`config.mk`:
```
export PLATFORM = sky130hd
export DESIGN_NAME = scsw_status
export DESIGN_NICKNAME = d
export VERILOG_FILES = /design/src/core/scsw_status.v
export VERILOG_INCLUDE_DIRS = /design/src /design/src/core
export SDC_FILE = /design/constraint.sdc
export NUM_CORES = 1
export LEC_CHECK = 0
export ABC_CLOCK_PERIOD_IN_PS = 1500
export BUFFER_PORTS_ARGS = -buffer_cell sky130_fd_sc_hd__buf_2
export CAP_MARGIN = 20
export CORE_MARGIN = 2
export CORE_UTILIZATION = 49
export DETAILED_ROUTE_END_ITERATION = 7
export HOLD_SLACK_MARGIN = 0.03
export PLACE_DENSITY_LB_ADDON = 0.25
export SYNTH_ARGS = -nofsm -noshare
export SYNTH_HDL_FRONTEND = slang
export SYNTH_SLANG_ARGS = --single-unit
export TNS_END_PERCENT = 100
```
`constraint.sdc`:
```
create_clock -name aclk -period 1.5 [get_ports aclk]
set_input_delay 0.225 -clock aclk [delete_from_list [all_inputs] [get_ports aclk]]
set_output_delay 0.225 -clock aclk [all_outputs]
set_load 0.03 [all_outputs]
```
`src/core/scsw_defs.vh`:
```
// Offsets, field positions and reset value of the card status word block
`ifndef SCSW_DEFS_VH
`define SCSW_DEFS_VH

// Register byte offsets on the AXI4-Lite bus
`define SCSW_OFF_STATUS   4'h0
`define SCSW_OFF_CTRL     4'h4
`define SCSW_OFF_RESP     4'h8

// Control register fields and reset value
`define SCSW_CTRL_LOCK    0
`define SCSW_CTRL_ECCOFF  1
`define SCSW_CTRL_ST_LO   2
`define SCSW_CTRL_ST_HI   5
`define SCSW_CTRL_RST     32'h0000_0000

// Status word bit positions
`define SCSW_B_LOCKED     25
`define SCSW_B_LOCKFAIL   24
`define SCSW_B_CRCERR     23
`define SCSW_B_ILLEGAL    22
`define SCSW_B_ECCFAIL    21
`define SCSW_B_CTRLFLT    20
`define SCSW_B_GENERIC    19
`define SCSW_B_IDRW       16
`define SCSW_B_WPSKIP     15
`define SCSW_B_ECCOFF     14
`define SCSW_B_ERASERST   13
`define SCSW_B_ST_LO      9
`define SCSW_B_ST_HI      12
`define SCSW_B_RDY        8
`define SCSW_B_SWITCH     7
`define SCSW_B_APP        5
`define SCSW_B_AUTH       3

// Command indices that touch the erase sequence and the prefix flag
`define SCSW_CMD_STATUS   6'h0d
`define SCSW_CMD_ERSTART  6'h23
`define SCSW_CMD_EREND    6'h24
`define SCSW_CMD_ERASE    6'h26
`define SCSW_CMD_APP      6'h37

// AXI response codes
`define SCSW_RESP_OK      2'b00
`define SCSW_RESP_SLVERR  2'b10

`endif

```
`src/core/scsw_status.v`:
```
// Card status word keeper with AXI4-Lite registers and link-side event capture
//
// How it works
// - Bit 25 shows the present lock state, never cleared by a read.
// - Bit 24 sets on lock/unlock sequence or password fault; read clears.
// - Bit 23 sets on command check-code failure; next valid command clears.
// - Bit 22 sets on command illegal for state; next valid command clears.
// - Bit 21 sets on uncorrectable internal correction failure; read clears.
// - Bit 20 flags internal fault unrelated to commands; read clears.
// - Bit 19 flags generic fault during last command execution; read clears.
// - Bit 16 flags id rewrite, spec mismatch or protect reversal; read clears.
// - Bit 15 sets when erase skipped write-protected blocks; read clears.
// - Bit 14 shows correction disabled for the command, follows state.
// - Bit 13 sets when pending erase meets an out-of-sequence command.
// - Bits 12:9 carry the card state captured when the command arrived.
// - A state change by a command shows only in the next response.
// - Bit 8 mirrors the buffer-empty indication from the bus.
// - Bit 7 sets on failed mode switch; next valid command clears.
// - Bit 5 shows an expected application command; read clears.
// - Bit 3 sets on authentication order fault; read clears.
// - Bits 18, 17, 6, 4, 2, 1, 0 carry no function here.
// - The word goes out as a full 32-bit response field.
// - Previous-command bits clear on valid command; read-clear bits on read.
//
// The AXI4-Lite register port and the register addresses are this design's own decisions.
`timescale 1ns/10ps
`include "scsw_defs.vh"

module scsw_status (
	// Clock and reset
	input  wire        aclk,
	input  wire        aresetn,
	// AXI4-Lite write address
	input  wire [3:0]  s_axi_awaddr,
	input  wire        s_axi_awvalid,
	output wire        s_axi_awready,
	// AXI4-Lite write data
	input  wire [31:0] s_axi_wdata,
	input  wire [3:0]  s_axi_wstrb,
	input  wire        s_axi_wvalid,
	output wire        s_axi_wready,
	// AXI4-Lite write response
	output reg  [1:0]  s_axi_bresp,
	output reg         s_axi_bvalid,
	input  wire        s_axi_bready,
	// AXI4-Lite read address
	input  wire [3:0]  s_axi_araddr,
	input  wire        s_axi_arvalid,
	output wire        s_axi_arready,
	// AXI4-Lite read data
	output reg  [31:0] s_axi_rdata,
	output reg  [1:0]  s_axi_rresp,
	output reg         s_axi_rvalid,
	input  wire        s_axi_rready,
	// Link clock and command decoder events
	input  wire        link_clk,
	input  wire        cmd_valid,
	input  wire [5:0]  cmd_index,
	input  wire        cmd_crc_bad,
	input  wire        cmd_illegal,
	input  wire        lock_unlock_fail,
	input  wire        ecc_fail,
	input  wire        internal_ctrl_fault,
	input  wire        generic_fault,
	input  wire        id_spec_rewrite_fault,
	input  wire        wp_erase_skip,
	input  wire        switch_fail,
	input  wire        auth_seq_fault,
	input  wire        buf_empty,
	// Response word toward the command line
	output reg  [31:0] resp_word,
	output reg         resp_load
);

	localparam NSYNC = 19;

	// Synchronisers for the link clock and all link-side inputs
	reg  [NSYNC-1:0] meta_q;
	reg  [NSYNC-1:0] sync_q;
	reg              lclk_prev_q;
	wire [NSYNC-1:0] raw_in;
	wire             lclk_rise;
	wire             s_cmd;
	wire [5:0]       s_idx;
	wire             s_crc;
	wire             s_ill;
	wire             s_lockf;
	wire             s_eccf;
	wire             s_ctrl;
	wire             s_gen;
	wire             s_idrw;
	wire             s_wps;
	wire             s_sw;
	wire             s_auth;
	wire             s_empty;

	assign raw_in = {link_clk, buf_empty, auth_seq_fault, switch_fail, wp_erase_skip,
		id_spec_rewrite_fault, generic_fault, internal_ctrl_fault, ecc_fail,
		lock_unlock_fail, cmd_illegal, cmd_crc_bad, cmd_index, cmd_valid};

	always @(posedge aclk) begin
		if (!aresetn) begin
			meta_q      <= {NSYNC{1'b0}};
			sync_q      <= {NSYNC{1'b0}};
			lclk_prev_q <= 1'b0;
		end else begin
			meta_q      <= raw_in;
			sync_q      <= meta_q;
			lclk_prev_q <= sync_q[18];
		end
	end

	assign lclk_rise = sync_q[18] & ~lclk_prev_q;
	assign s_cmd     = sync_q[0];
	assign s_idx     = sync_q[6:1];
	assign s_crc     = sync_q[7];
	assign s_ill     = sync_q[8];
	assign s_lockf   = sync_q[9];
	assign s_eccf    = sync_q[10];
	assign s_ctrl    = sync_q[11];
	assign s_gen     = sync_q[12];
	assign s_idrw    = sync_q[13];
	assign s_wps     = sync_q[14];
	assign s_sw      = sync_q[15];
	assign s_auth    = sync_q[16];
	assign s_empty   = sync_q[17];

	// Events qualified on a link clock rising edge
	wire ev_cmd;
	wire ev_good;
	assign ev_cmd  = lclk_rise & s_cmd;
	assign ev_good = ev_cmd & ~s_crc;

	// Control register and flags
	reg [31:0] ctrl_q;
	reg        lockf_q;
	reg        crc_q;
	reg        ill_q;
	reg        eccf_q;
	reg        ctrl_flt_q;
	reg        gen_q;
	reg        idrw_q;
	reg        wps_q;
	reg        erst_q;
	reg        sw_q;
	reg        app_q;
	reg        auth_q;
	reg        erpend_q;
	reg [3:0]  rx_state_q;
	wire       rd_clear;
	wire       cmd_clear;
	wire       is_status_cmd;
	wire       erase_cmd;
	reg  [31:0] word;

	// Merge a flag: set wins over clear
	function upd;
		input cur;
		input set;
		input clr;
		begin
			upd = set | (cur & ~clr);
		end
	endfunction

	// Byte-lane write merge
	function [31:0] wmerge;
		input [31:0] cur;
		input [31:0] dat;
		input [3:0]  strb;
		integer i;
		begin
			wmerge = cur;
			for (i = 0; i < 4; i = i + 1) begin
				if (strb[i]) begin
					wmerge[i*8 +: 8] = dat[i*8 +: 8];
				end
			end
		end
	endfunction

	assign is_status_cmd = (s_idx == `SCSW_CMD_STATUS);
	assign erase_cmd = (s_idx == `SCSW_CMD_ERSTART) | (s_idx == `SCSW_CMD_EREND) |
		(s_idx == `SCSW_CMD_ERASE) | is_status_cmd;

	// AXI read handshake of the status register
	wire ar_take;
	wire st_read;
	assign ar_take = s_axi_arvalid & s_axi_arready;
	assign st_read = ar_take & (s_axi_araddr == `SCSW_OFF_STATUS);

	// read-clear on status command or bus read
	assign rd_clear  = st_read | (ev_good & is_status_cmd);
	assign cmd_clear = ev_good;

	// Assembled status word
	// reserved bits zero
	always @* begin
		word                              = 32'h0000_0000;
		word[`SCSW_B_LOCKED]              = ctrl_q[`SCSW_CTRL_LOCK];
		word[`SCSW_B_LOCKFAIL]            = lockf_q;
		word[`SCSW_B_CRCERR]              = crc_q;
		word[`SCSW_B_ILLEGAL]             = ill_q;
		word[`SCSW_B_ECCFAIL]             = eccf_q;
		word[`SCSW_B_CTRLFLT]             = ctrl_flt_q;
		word[`SCSW_B_GENERIC]             = gen_q;
		word[`SCSW_B_IDRW]                = idrw_q;
		word[`SCSW_B_WPSKIP]              = wps_q;
		word[`SCSW_B_ECCOFF]              = ctrl_q[`SCSW_CTRL_ECCOFF];
		word[`SCSW_B_ERASERST]            = erst_q;
		word[`SCSW_B_ST_HI:`SCSW_B_ST_LO] = rx_state_q;
		word[`SCSW_B_RDY]                 = s_empty;
		word[`SCSW_B_SWITCH]              = sw_q;
		word[`SCSW_B_APP]                 = app_q;
		word[`SCSW_B_AUTH]                = auth_q;
	end

	always @(posedge aclk) begin
		if (!aresetn) begin
			lockf_q    <= 1'b0;
			crc_q      <= 1'b0;
			ill_q      <= 1'b0;
			eccf_q     <= 1'b0;
			ctrl_flt_q <= 1'b0;
			gen_q      <= 1'b0;
			idrw_q     <= 1'b0;
			wps_q      <= 1'b0;
			erst_q     <= 1'b0;
			sw_q       <= 1'b0;
			app_q      <= 1'b0;
			auth_q     <= 1'b0;
			erpend_q   <= 1'b0;
		end else begin
			lockf_q    <= upd(lockf_q, lclk_rise & s_lockf, rd_clear);
			crc_q      <= upd(crc_q, ev_cmd & s_crc, cmd_clear);
			ill_q      <= upd(ill_q, ev_good & s_ill, cmd_clear);
			eccf_q     <= upd(eccf_q, lclk_rise & s_eccf, rd_clear);
			ctrl_flt_q <= upd(ctrl_flt_q, lclk_rise & s_ctrl, rd_clear);
			gen_q      <= upd(gen_q, lclk_rise & s_gen, rd_clear);
			idrw_q     <= upd(idrw_q, lclk_rise & s_idrw, rd_clear);
			wps_q      <= upd(wps_q, lclk_rise & s_wps, rd_clear);
			sw_q       <= upd(sw_q, lclk_rise & s_sw, cmd_clear);
			auth_q     <= upd(auth_q, lclk_rise & s_auth, rd_clear);
			app_q      <= upd(app_q, ev_good & (s_idx == `SCSW_CMD_APP), rd_clear);
			if (ev_good) begin
				if ((s_idx == `SCSW_CMD_ERSTART) | (s_idx == `SCSW_CMD_EREND)) begin
					erpend_q <= 1'b1;
				end else if (!erase_cmd) begin
					erpend_q <= 1'b0;
				end else if (s_idx == `SCSW_CMD_ERASE) begin
					erpend_q <= 1'b0;
				end
			end
			erst_q <= upd(erst_q, ev_good & erpend_q & ~erase_cmd, rd_clear);
		end
	end

	always @(posedge aclk) begin
		if (!aresetn) begin
			rx_state_q <= 4'h0;
		end else if (ev_good) begin
			rx_state_q <= ctrl_q[`SCSW_CTRL_ST_HI:`SCSW_CTRL_ST_LO];
		end
	end

	// Response word loaded on the same edge as the state capture
	reg load_pend_q;
	always @(posedge aclk) begin
		if (!aresetn) begin
			load_pend_q <= 1'b0;
			resp_load   <= 1'b0;
			resp_word   <= 32'h0000_0000;
		end else begin
			load_pend_q <= ev_good;
			resp_load   <= 1'b0;
			if (ev_good) begin
				resp_word <= {word[31:13], ctrl_q[`SCSW_CTRL_ST_HI:`SCSW_CTRL_ST_LO],
					word[8:0]};
				resp_load <= 1'b1;
			end
		end
	end

	// AXI4-Lite write channel
	reg        aw_have_q;
	reg        w_have_q;
	reg [3:0]  aw_addr_q;
	reg [31:0] w_data_q;
	reg [3:0]  w_strb_q;
	wire       wr_go;

	assign s_axi_awready = ~aw_have_q & ~s_axi_bvalid;
	assign s_axi_wready  = ~w_have_q & ~s_axi_bvalid;
	assign wr_go = aw_have_q & w_have_q & ~s_axi_bvalid;

	always @(posedge aclk) begin
		if (!aresetn) begin
			aw_have_q    <= 1'b0;
			w_have_q     <= 1'b0;
			aw_addr_q    <= 4'h0;
			w_data_q     <= 32'h0000_0000;
			w_strb_q     <= 4'h0;
			s_axi_bvalid <= 1'b0;
			s_axi_bresp  <= `SCSW_RESP_OK;
			ctrl_q       <= `SCSW_CTRL_RST;
		end else begin
			if (s_axi_awvalid & s_axi_awready) begin
				aw_have_q <= 1'b1;
				aw_addr_q <= s_axi_awaddr;
			end
			if (s_axi_wvalid & s_axi_wready) begin
				w_have_q <= 1'b1;
				w_data_q <= s_axi_wdata;
				w_strb_q <= s_axi_wstrb;
			end
			if (wr_go) begin
				aw_have_q    <= 1'b0;
				w_have_q     <= 1'b0;
				s_axi_bvalid <= 1'b1;
				if (aw_addr_q == `SCSW_OFF_CTRL) begin
					ctrl_q      <= wmerge(ctrl_q, w_data_q, w_strb_q) & 32'h0000_003f;
					s_axi_bresp <= `SCSW_RESP_OK;
				end else if ((aw_addr_q == `SCSW_OFF_STATUS) ||
						(aw_addr_q == `SCSW_OFF_RESP)) begin
					s_axi_bresp <= `SCSW_RESP_OK;
				end else begin
					s_axi_bresp <= `SCSW_RESP_SLVERR;
				end
			end else if (s_axi_bvalid & s_axi_bready) begin
				s_axi_bvalid <= 1'b0;
			end
		end
	end

	// AXI4-Lite read channel
	assign s_axi_arready = ~s_axi_rvalid;

	always @(posedge aclk) begin
		if (!aresetn) begin
			s_axi_rvalid <= 1'b0;
			s_axi_rdata  <= 32'h0000_0000;
			s_axi_rresp  <= `SCSW_RESP_OK;
		end else if (ar_take) begin
			s_axi_rvalid <= 1'b1;
			s_axi_rresp  <= `SCSW_RESP_OK;
			if (s_axi_araddr == `SCSW_OFF_STATUS) begin
				s_axi_rdata <= word;
			end else if (s_axi_araddr == `SCSW_OFF_CTRL) begin
				s_axi_rdata <= ctrl_q;
			end else if (s_axi_araddr == `SCSW_OFF_RESP) begin
				s_axi_rdata <= resp_word;
			end else begin
				s_axi_rdata <= 32'h0000_0000;
				s_axi_rresp <= `SCSW_RESP_SLVERR;
			end
		end else if (s_axi_rvalid & s_axi_rready) begin
			s_axi_rvalid <= 1'b0;
		end
	end

endmodule

```
==> results.yml, run 1 <==
layout:
  fillerInstances: 646
  nets: 625
  drive_gt1_share_pct: 26.8
  diodes: 0
  area_delta_synth_final_pct: 33.1
  mostFrequentLayoutCells: "dfxtp_1 (116), buf_2 (90), nor2_1 (47)"
  final_cells: 673
  layout_commonest_cell: "dfxtp_1"
grt:
  first_global_vias: 3198
  grt-ovfl-total: 0
  grt_antenna_before_repair: 0
  track_usage_pct: 20.0
  grt_start_max_net_pins: 45
  grt_pass1_wl_mm: 14.8
run_status:
  run_status: "completed"
routing:
  ant_nets: 0
  first_pass_iters: 4
  num_vias: 3298
  drc_errors: 0
  drt_iter0_drc: 187
  routedWlPerCell_um: 13.3
  wirelength_mm: 8.97
  vias_per_cell: 4.90
worst_setup_path:
  cp.arrival_ns: 1.88
  cp.required_ns: 1.96
  cp-end-kind: "register"
  cp_max_fo: 4
  path_class: "register to register"
  start_kind: "register"
logic_synthesis:
  ys_warn_count: 0
  syn_area_sq_um: 4220
  syn_area_per_cell_sq_um: 10.0
  synthFlopType: "dfxtp_1"
  ys_seq_elements: 118
  yosysSeqAreaShare_pct: 56.0
  synth_top_cell_area_share_pct: 56.0
  synth_edf_count: 0
  synth_top_area_cell: "dfxtp_1"
  async_reset_ff_share_pct: 0
  synth.distinct_cells: 44
  ys_top_cells_by_area: "dfxtp_1 (56%), and2_1 (6.2%), buf_4 (4.4%), mux2i_1 (4.3%), nor2_1 (4.3%)"
  synthCells: 421
placement:
  place_hpwl_mm: 6.04
  io_buffer_count: 90
  numPlacedInstances: 608
  gp_congestion: 0.835
timing:
  fmax_mhz: 704
  finalCriticalPeriod_ns: 1.42
  rsz0062_at_grt: "false"
  finClkSkew_ns: 0.00661
  fin_crit_sh_pct: 94.7
  holdWs_ns: 0.0470
  setup-violations-final: 0
  finalHoldViolations: 0
  report.final.slew_viol_count: 0
floorplan:
  die_y_um: 96.8
  design.die.area_sq_um: 9370
  die_w_um: 96.8
  start_util_pct: 50.8
  placementRows: 33
  core_sq_um: 8300
  pin_count: 144
pwr:
  internal_power_w: 0.00569
  clockPowerShare_pct: 49.1
  switching_share_pct: 23.7
  p_comb_share_pct: 7.1
  leakagePower_nw: 2.47
  ir_drop_uv: 929
  power.density_nw_per_um2: 1330
  p_switching_w: 0.00177
  seqPwrFrac_pct: 43.9
clocking:
  insertion_delay_ns: 0.51
  cts_setup_buffers: 0
  h-tree-depth: 4
  cts_tree: "built"
  cts_buffers: 17
  cts_root_buf: "clkbuf_8"
  clk_pin_slew_ns: 0.06
  clkSinkCount: 118
  cts_buffer_depth: 2
job:
  maxCapViolCount: 0
min_path:
  hold_class: "primary input to register"
==> per-layer routing <==
metal  GRT usage (%)  share of wire [%]
met1            22.7                 42
met3            6.58                5.5
met5               0                  0
met2            33.9                 50
met4            9.21                1.8
==> critical path, cell delays in order, from the launching register on <==
cell,delay [ns]
dfxtp_1,0.32
and4bb_2,0.37
and2_1,0.18
nor4b_1,0.38
a21o_1,0.12
==> power groups by stage <==
stage	sequential [W]	combinational [W]	clock, W
2_1_floorplan	0.00335	0.000352	0
3_3_place_gp	0.00333	0.000448	0
3_5_place_dp	0.00334	0.000457	0
4_1_cts	0.00327	0.000525	0.00372
5_1_grt	0.00328	0.000576	0.00387
6_report	0.00327	0.000529	0.00366
==> flip-flops by register name (all words and copies together) (netlist names), 3 cells and up, named ones only <==
| name | flops |
|---|---|
| s_axi_rdata | 23 |
| meta_q | 19 |
| sync_q | 19 |
| resp_word | 16 |
| ctrl_q | 6 |
| w_data_q | 6 |
| aw_addr_q | 4 |
| rx_state_q | 3 |
==> cells in the mapped netlist (5+ instances only) <==
master / count
a21oi_1: 28
buf_4: 25
mux2i_1: 18
nor3_1: 5
clkbuf_1: 13
nor2_1: 48
dfxtp_1: 118
buf_6: 5
and2_1: 42
a22o_1: 8
nand2_1: 44
a22oi_1: 9
a222oi_1: 13
==> what timing repair did <==
item	4_1_cts	5_1_grt
hold buffers	33	0
pin swaps	0	1
hold endpoints to repair	33	0
gates resized for setup	1	3
setup endpoints to repair	4	37
==> cell families after synthesis <==
family / after synthesis / synth area share [%]
mux: 18 / 4.27
other cells: 1 / 0.0889
simple gates: 163 / 19.8
compound gates: 70 / 12.2
flops: 118 / 56.0
buf+inv: 51 / 7.68
==> cell type report <==
class,instances,area (sq um),area share [%]
Tap cell,105,131,2.34
Clock buffer,18,428,7.62
Clock inverter,14,126,2.25
Sequential cell,118,2360,42.1
Timing Repair Buffer,139,913,16.3
Inverter,4,15.0,0.267
Multi-Input combinational cell,275,1640,29.1
==> through the flow <==
stage	TNS [ns]	utilization, %	total power [W]	area [sq um]	setup slack (ns)
floorplan	0	-	0.00370	4310	0.0428
global placement	0	56.9	0.00378	4720	0.0222
detailed placement	-0.0331	56.9	0.00379	4720	-0.0307
CTS	0	67.6	0.00751	5610	0.0243
global route	0	67.7	0.00772	5620	0.00452
finish	0	67.7	0.00746	5620	0.0789
==> worst paths after layout <==
kind | startpoint | to | slack, ns | cells after the start
worst max register to register | lclk_prev_q | erst_q | 0.08 | 4
worst min register to register | meta_q[6] | sync_q[6] | 0.43 | 1
worst min-delay path | aresetn | s_axi_rdata[5] | 0.05 | 3
worst max-delay path | lclk_prev_q | erst_q | 0.08 | 4
Power figures use the tool's default switching activity.
==> run 2, diff against run 1 <==
Settings changed: ABC_CLOCK_PERIOD_IN_PS 1500 to 1530.
Clock period 1.5 ns to 1.53 ns, I/O delays scaled along.
==> run 2 against run 1 <==
  * Design area up 1.9%
  * Total power up 1.5%
  * Sequential power down 2%
  * Register-to-register slack better by 0.03 ns
  * Sequential share of layout area down 0.82 points
  * Flip-flop and latch count unchanged
  * Cell count up 0.89%
  * Global-route usage down 0.43 points
  * Largest power group unchanged
==> results.yml, run 2 (synthesis results as in run 1) <==
run_status:
  run_status: "completed"
layout:
  fin_area_sq_um: 5720
  layout_commonest_cell: "dfxtp_1"
  nets: 631
  area_delta_synth_final_pct: 35.7
  regMostFlops: "s_axi_rdata"
  diodes: 0
  top_regs: "s_axi_rdata: 23 flops, meta_q: 19 flops, sync_q: 19 flops"
  mostFrequentLayoutCells: "dfxtp_1 (117), buf_2 (90), nor2_1 (47)"
  drive_gt1_share_pct: 26.7
  largest_register_ffs: 23
floorplan:
  design.die.area_sq_um: 9370
  die_y_um: 96.8
  pin_count: 144
  placementRows: 33
  die_w_um: 96.8
  core_sq_um: 8300
  start_util_pct: 50.8
clocking:
  h-tree-depth: 4
  cts_tree: "built"
  cts_buffer_depth: 2
  clkSinkCount: 118
  insertion_delay_ns: 0.51
  cts_buffers: 17
  clk_pin_slew_ns: 0.05
  cts_root_buf: "clkbuf_8"
routing:
  ant_nets: 0
  drt_iter0_drc: 266
  num_vias: 3387
  vias_per_cell: 4.99
  met1_length_mm: 3.90
  drc_errors: 0
  wirelength_mm: 9.14
  wl_met2_mm: 4.51
  first_pass_iters: 6
  wl_met3_um: 608
  topRoutingLayerUsed: "met4"
  routedWlPerCell_um: 13.5
timing:
  report.final.slew_viol_count: 0
  finClkSkew_ns: 0.0129
  fin_crit_sh_pct: 93.0
  tns_ns: 0
  finalCriticalPeriod_ns: 1.42
  setup-violations-final: 0
  slew_headroom_pct: 64.1
  rsz0062_at_grt: "false"
  worst_pin_slew_ns: 0.534
  fmax_mhz: 703
  finalHoldViolations: 0
grt:
  first_global_vias: 3053
  grt_start_max_net_pins: 43
  grt_antenna_before_repair: 0
  track_usage_pct: 19.5
  grt-ovfl-total: 0
  grt_pass1_wl_mm: 14.5
placement:
  place_hpwl_mm: 5.78
  gp_congestion: 0.810
  placed_cell_area_sq_um: 4710
  io_buffer_count: 90
pwr:
  p_total_w: 0.00757
  p_comb_share_pct: 7.1
  clockPowerShare_pct: 50.5
  power.density_nw_per_um2: 1320
  ir_drop_uv: 956
  internal_power_w: 0.00591
  switching_share_pct: 21.8
  p_switching_w: 0.00165
  seqPwrFrac_pct: 42.4
  leakagePower_nw: 2.53
worst_setup_path:
  r2r_slack_ns: 0.11
  worstReg2RegStart: "s_axi_rvalid"
  reg2reg_depth: 6
  cp-end-kind: "register"
  rr_endpoint: "s_axi_rdata[16]"
  worstSetupEndpoint: "s_axi_rdata[16]"
  cp_max_fo: 14
  path_class: "register to register"
  cp.required_ns: 1.90
  cp-startpoint: "s_axi_rvalid"
  start_kind: "register"
  cp.arrival_ns: 1.80
job:
  maxCapViolCount: 0
min_path:
  hold_class: "primary input to register"
## run 2: worst min path at each step
stage	depth (start not counted)	startpoint	endpoint	slack, ns
after floorplan	1	aresetn	lclk_prev_q	0.36
after global placement	1	meta_q[6]	sync_q[6]	0.42
after detailed placement	1	meta_q[18]	sync_q[18]	0.42
after CTS	4	s_axi_araddr[0]	s_axi_rdata[3]	0.11
after global routing	4	s_axi_araddr[0]	s_axi_rdata[3]	0.16
final	4	s_axi_araddr[0]	s_axi_rdata[3]	0.14
## run 2: area by class of cell
type / instances / area (sq um)
clock buffers: 24 / 490
clock inverters: 8 / 95.1
fillers: 616 / 2570
inverters: 4 / 15.0
multi-input cells: 275 / 1650
flip-flops and latches: 118 / 2360
well taps: 105 / 131
repair buffers: 145 / 982
## run 2: metal layers
| layer | vias to the layer above | global-route usage [%] |
|---|---|---|
| li1 | 1681 | - |
| met1 | 1548 | 23.4 |
| met2 | 148 | 31.8 |
| met3 | 10 | 7.08 |
| met4 | 0 | 8.23 |
| met5 | - | 0 |
## run 2: through the flow
step	setup slack [ns]	hold slack, ns	util, %	std cells
after floorplan	0.0283	0.357	-	444
after global placement	-0.254	0.418	56.8	609
after detailed placement	-0.348	0.417	56.8	609
after CTS	0.00444	0.108	68.2	675
after global routing	0.00829	0.160	69.0	679
final	0.108	0.140	69.0	679
## run 2: repair_timing
action,4_1_cts,5_1_grt
buffers inserted,0,3
gates resized for setup,4,5
gates cloned,0,1
endpoints found under the hold margin,34,0
pin swaps,1,1
hold buffers,34,0
endpoints found under the setup margin,21,30
## run 2: power groups by stage
stage / Combinational, W / Clock [W] / Sequential (W)
after floorplan: 0.000345 / 0 / 0.00328
after global placement: 0.000433 / 0 / 0.00327
after detailed placement: 0.000442 / 0 / 0.00327
after CTS: 0.000516 / 0.00387 / 0.00321
after global routing: 0.000584 / 0.00404 / 0.00322
final: 0.000539 / 0.00382 / 0.00321
## run 2: critical path, stage by stage (launching register included)
cell      delay, ns
dfxtp_1        0.32
nand2b_4       0.18
buf_12         0.16
nor4_4         0.05
buf_6          0.15
a222oi_1       0.33
nor2_1         0.08
==> run 3, diff against run 2 <==
Settings changed: MAX_ROUTING_LAYER set to met4.
==> run 3 against run 2 <==
  * Clock skew is 0.0075 ns lower
  * Sequential share of layout area stayed put
  * Non-clock buffer count did not move
  * Sequential power hardly changed
  * Routed wire length shrank 0.23%
  * Global-route usage up 0.64 points
  * Critical path depth is 1 lower
  * Total power rose by 0.10%
  * Utilization unchanged
  * First-iteration DRC count decreased by 20%
==> results.yml, run 3 (synthesis results as in run 1) <==
routing:
  vias_per_cell: 5.01
  drt_iter0_drc: 214
  drc_errors: 0
  first_pass_iters: 5
  ant_nets: 0
  num_vias: 3400
  wirelength_mm: 9.12
  routedWlPerCell_um: 13.4
worst_setup_path:
  cp_max_fo: 14
  path_class: "register to register"
  reg2reg_depth: 5
  crit_chain: "nand2b_4, buf_12, or4_4, o221ai_1, nor2_1"
  rr_endpoint: "s_axi_rdata[3]"
  r2r_slack_ns: 0.12
  start_kind: "register"
  cp.arrival_ns: 1.81
  cp.required_ns: 1.93
  worstReg2RegStart: "s_axi_rvalid"
  critPathSlowestCell: "or4_4"
  cp-end-kind: "register"
  crit_path_max_incr_delay_ns: 0.42
layout:
  mostFrequentLayoutCells: "dfxtp_1 (117), buf_2 (90), nor2_1 (47)"
  regMostFlops: "s_axi_rdata"
  largest_register_ffs: 23
  drive_gt1_share_pct: 26.7
  area_delta_synth_final_pct: 35.7
  top_regs: "s_axi_rdata: 23 flops, meta_q: 19 flops, sync_q: 19 flops"
  diodes: 0
  nets: 631
  layout_commonest_cell: "dfxtp_1"
  final_cells: 679
  fillerInstances: 616
timing:
  finalHoldViolations: 0
  finClkSkew_ns: 0.00540
  slew_headroom_pct: 64.4
  tns_ns: 0
  fin_crit_sh_pct: 92.3
  fmax_mhz: 708
  report.final.slew_viol_count: 0
  rsz0062_at_grt: "false"
  holdWs_ns: 0.136
  setup-violations-final: 0
  finalCriticalPeriod_ns: 1.41
  worst_pin_slew_ns: 0.529
clocking:
  clk_pin_slew_ns: 0.05
  h-tree-depth: 4
  cts_tree: "built"
  cts_buffers: 17
  insertion_delay_ns: 0.51
  clkSinkCount: 118
  cts_buffer_depth: 2
  cts_root_buf: "clkbuf_8"
pwr:
  leakagePower_nw: 2.53
  p_total_w: 0.00758
  ir_drop_uv: 975
  power.density_nw_per_um2: 1320
floorplan:
  start_util_pct: 50.8
  design.die.area_sq_um: 9370
  die_y_um: 96.8
  core_sq_um: 8300
  placementRows: 33
  die_w_um: 96.8
  pin_count: 144
placement:
  io_buffer_count: 90
  place_hpwl_mm: 5.78
  numPlacedInstances: 609
  gp_congestion: 0.822
grt:
  grt-ovfl-total: 0
  first_global_vias: 3045
  grt_pass1_wl_mm: 14.5
  grt_start_max_net_pins: 43
  grt_antenna_before_repair: 0
  track_usage_pct: 20.2
run_status:
  run_status: "completed"
job:
  maxCapViolCount: 0
min_path:
  hold_class: "primary input to register"
  min_path_cells: 4
  hold_start: "s_axi_araddr[0]"
  hold-path-endpoint: "s_axi_rdata[3]"
## run 3: cell counts in the layout (fill, tap and decap cells not counted)
No cell type changed its count.
## run 3: final cells by class
cell class	count	area [sq um]	area share, %
timing repair buffer	145	982	17.2
sequential	118	2360	41.3
clock inverter	8	95.1	1.66
multi-input combinational	275	1650	28.8
clock buffer	24	490	8.57
inverter	4	15.0	0.262
tap	105	131	2.30
## run 3: stage by stage
stage | utilization [%] | cell area [sq um] | setup WS [ns]
after CTS | 68.2 | 5660 | 0.00444
after floorplan | - | 4310 | 0.0283
after global routing | 69.0 | 5720 | 0.00847
final | 69.0 | 5720 | 0.118
after detailed placement | 56.8 | 4710 | -0.348
after global placement | 56.8 | 4710 | -0.254
## run 3: per-layer routing
metal	track usage, %	vias to the layer above	share of wire (%)
met5	-	-	0
met3	6.79	20	6.8
met4	8.88	0	2.0
met1	23.6	1560	42
li1	-	1678	-
met2	31.7	142	49
## run 3: repair_timing
item | 4_1_cts | 5_1_grt
endpoints found under the setup margin | 21 | 30
endpoints found under the hold margin | 34 | 0
hold buffers | 34 | 0
cloned | 0 | 1
pin swaps | 1 | 1
resized for setup | 4 | 5
buffers inserted | 0 | 3
## run 3: worst max path at each step
stage | from | end | slack [ns]
after floorplan | s_axi_rvalid | auth_q | 0.03
after global placement | s_axi_araddr[1] | s_axi_rdata[21] | -0.25
after detailed placement | s_axi_araddr[1] | s_axi_rdata[20] | -0.35
after CTS | s_axi_rvalid | s_axi_rdata[3] | 0.004
after global routing | aw_addr_q[3] | ctrl_q[5] | 0.008
final | s_axi_rvalid | s_axi_rdata[3] | 0.12
## run 3: power breakdown
part	internal (W)	switching [W]	leakage, nW	total [W]
Sequential	0.00316	0.0000435	0.963	0.00321
Clock	0.00252	0.00131	0.287	0.00383
Combinational	0.000232	0.000306	1.28	0.000538
## run 3: worst max-delay path, delay by kind of cell (launching register included)
kind	cells	cell delay, ns
AOI/OAI and AO/OA	1	0.17
buffers and inverters	1	0.16
DFF	1	0.31
and+or+nand+nor	3	0.66
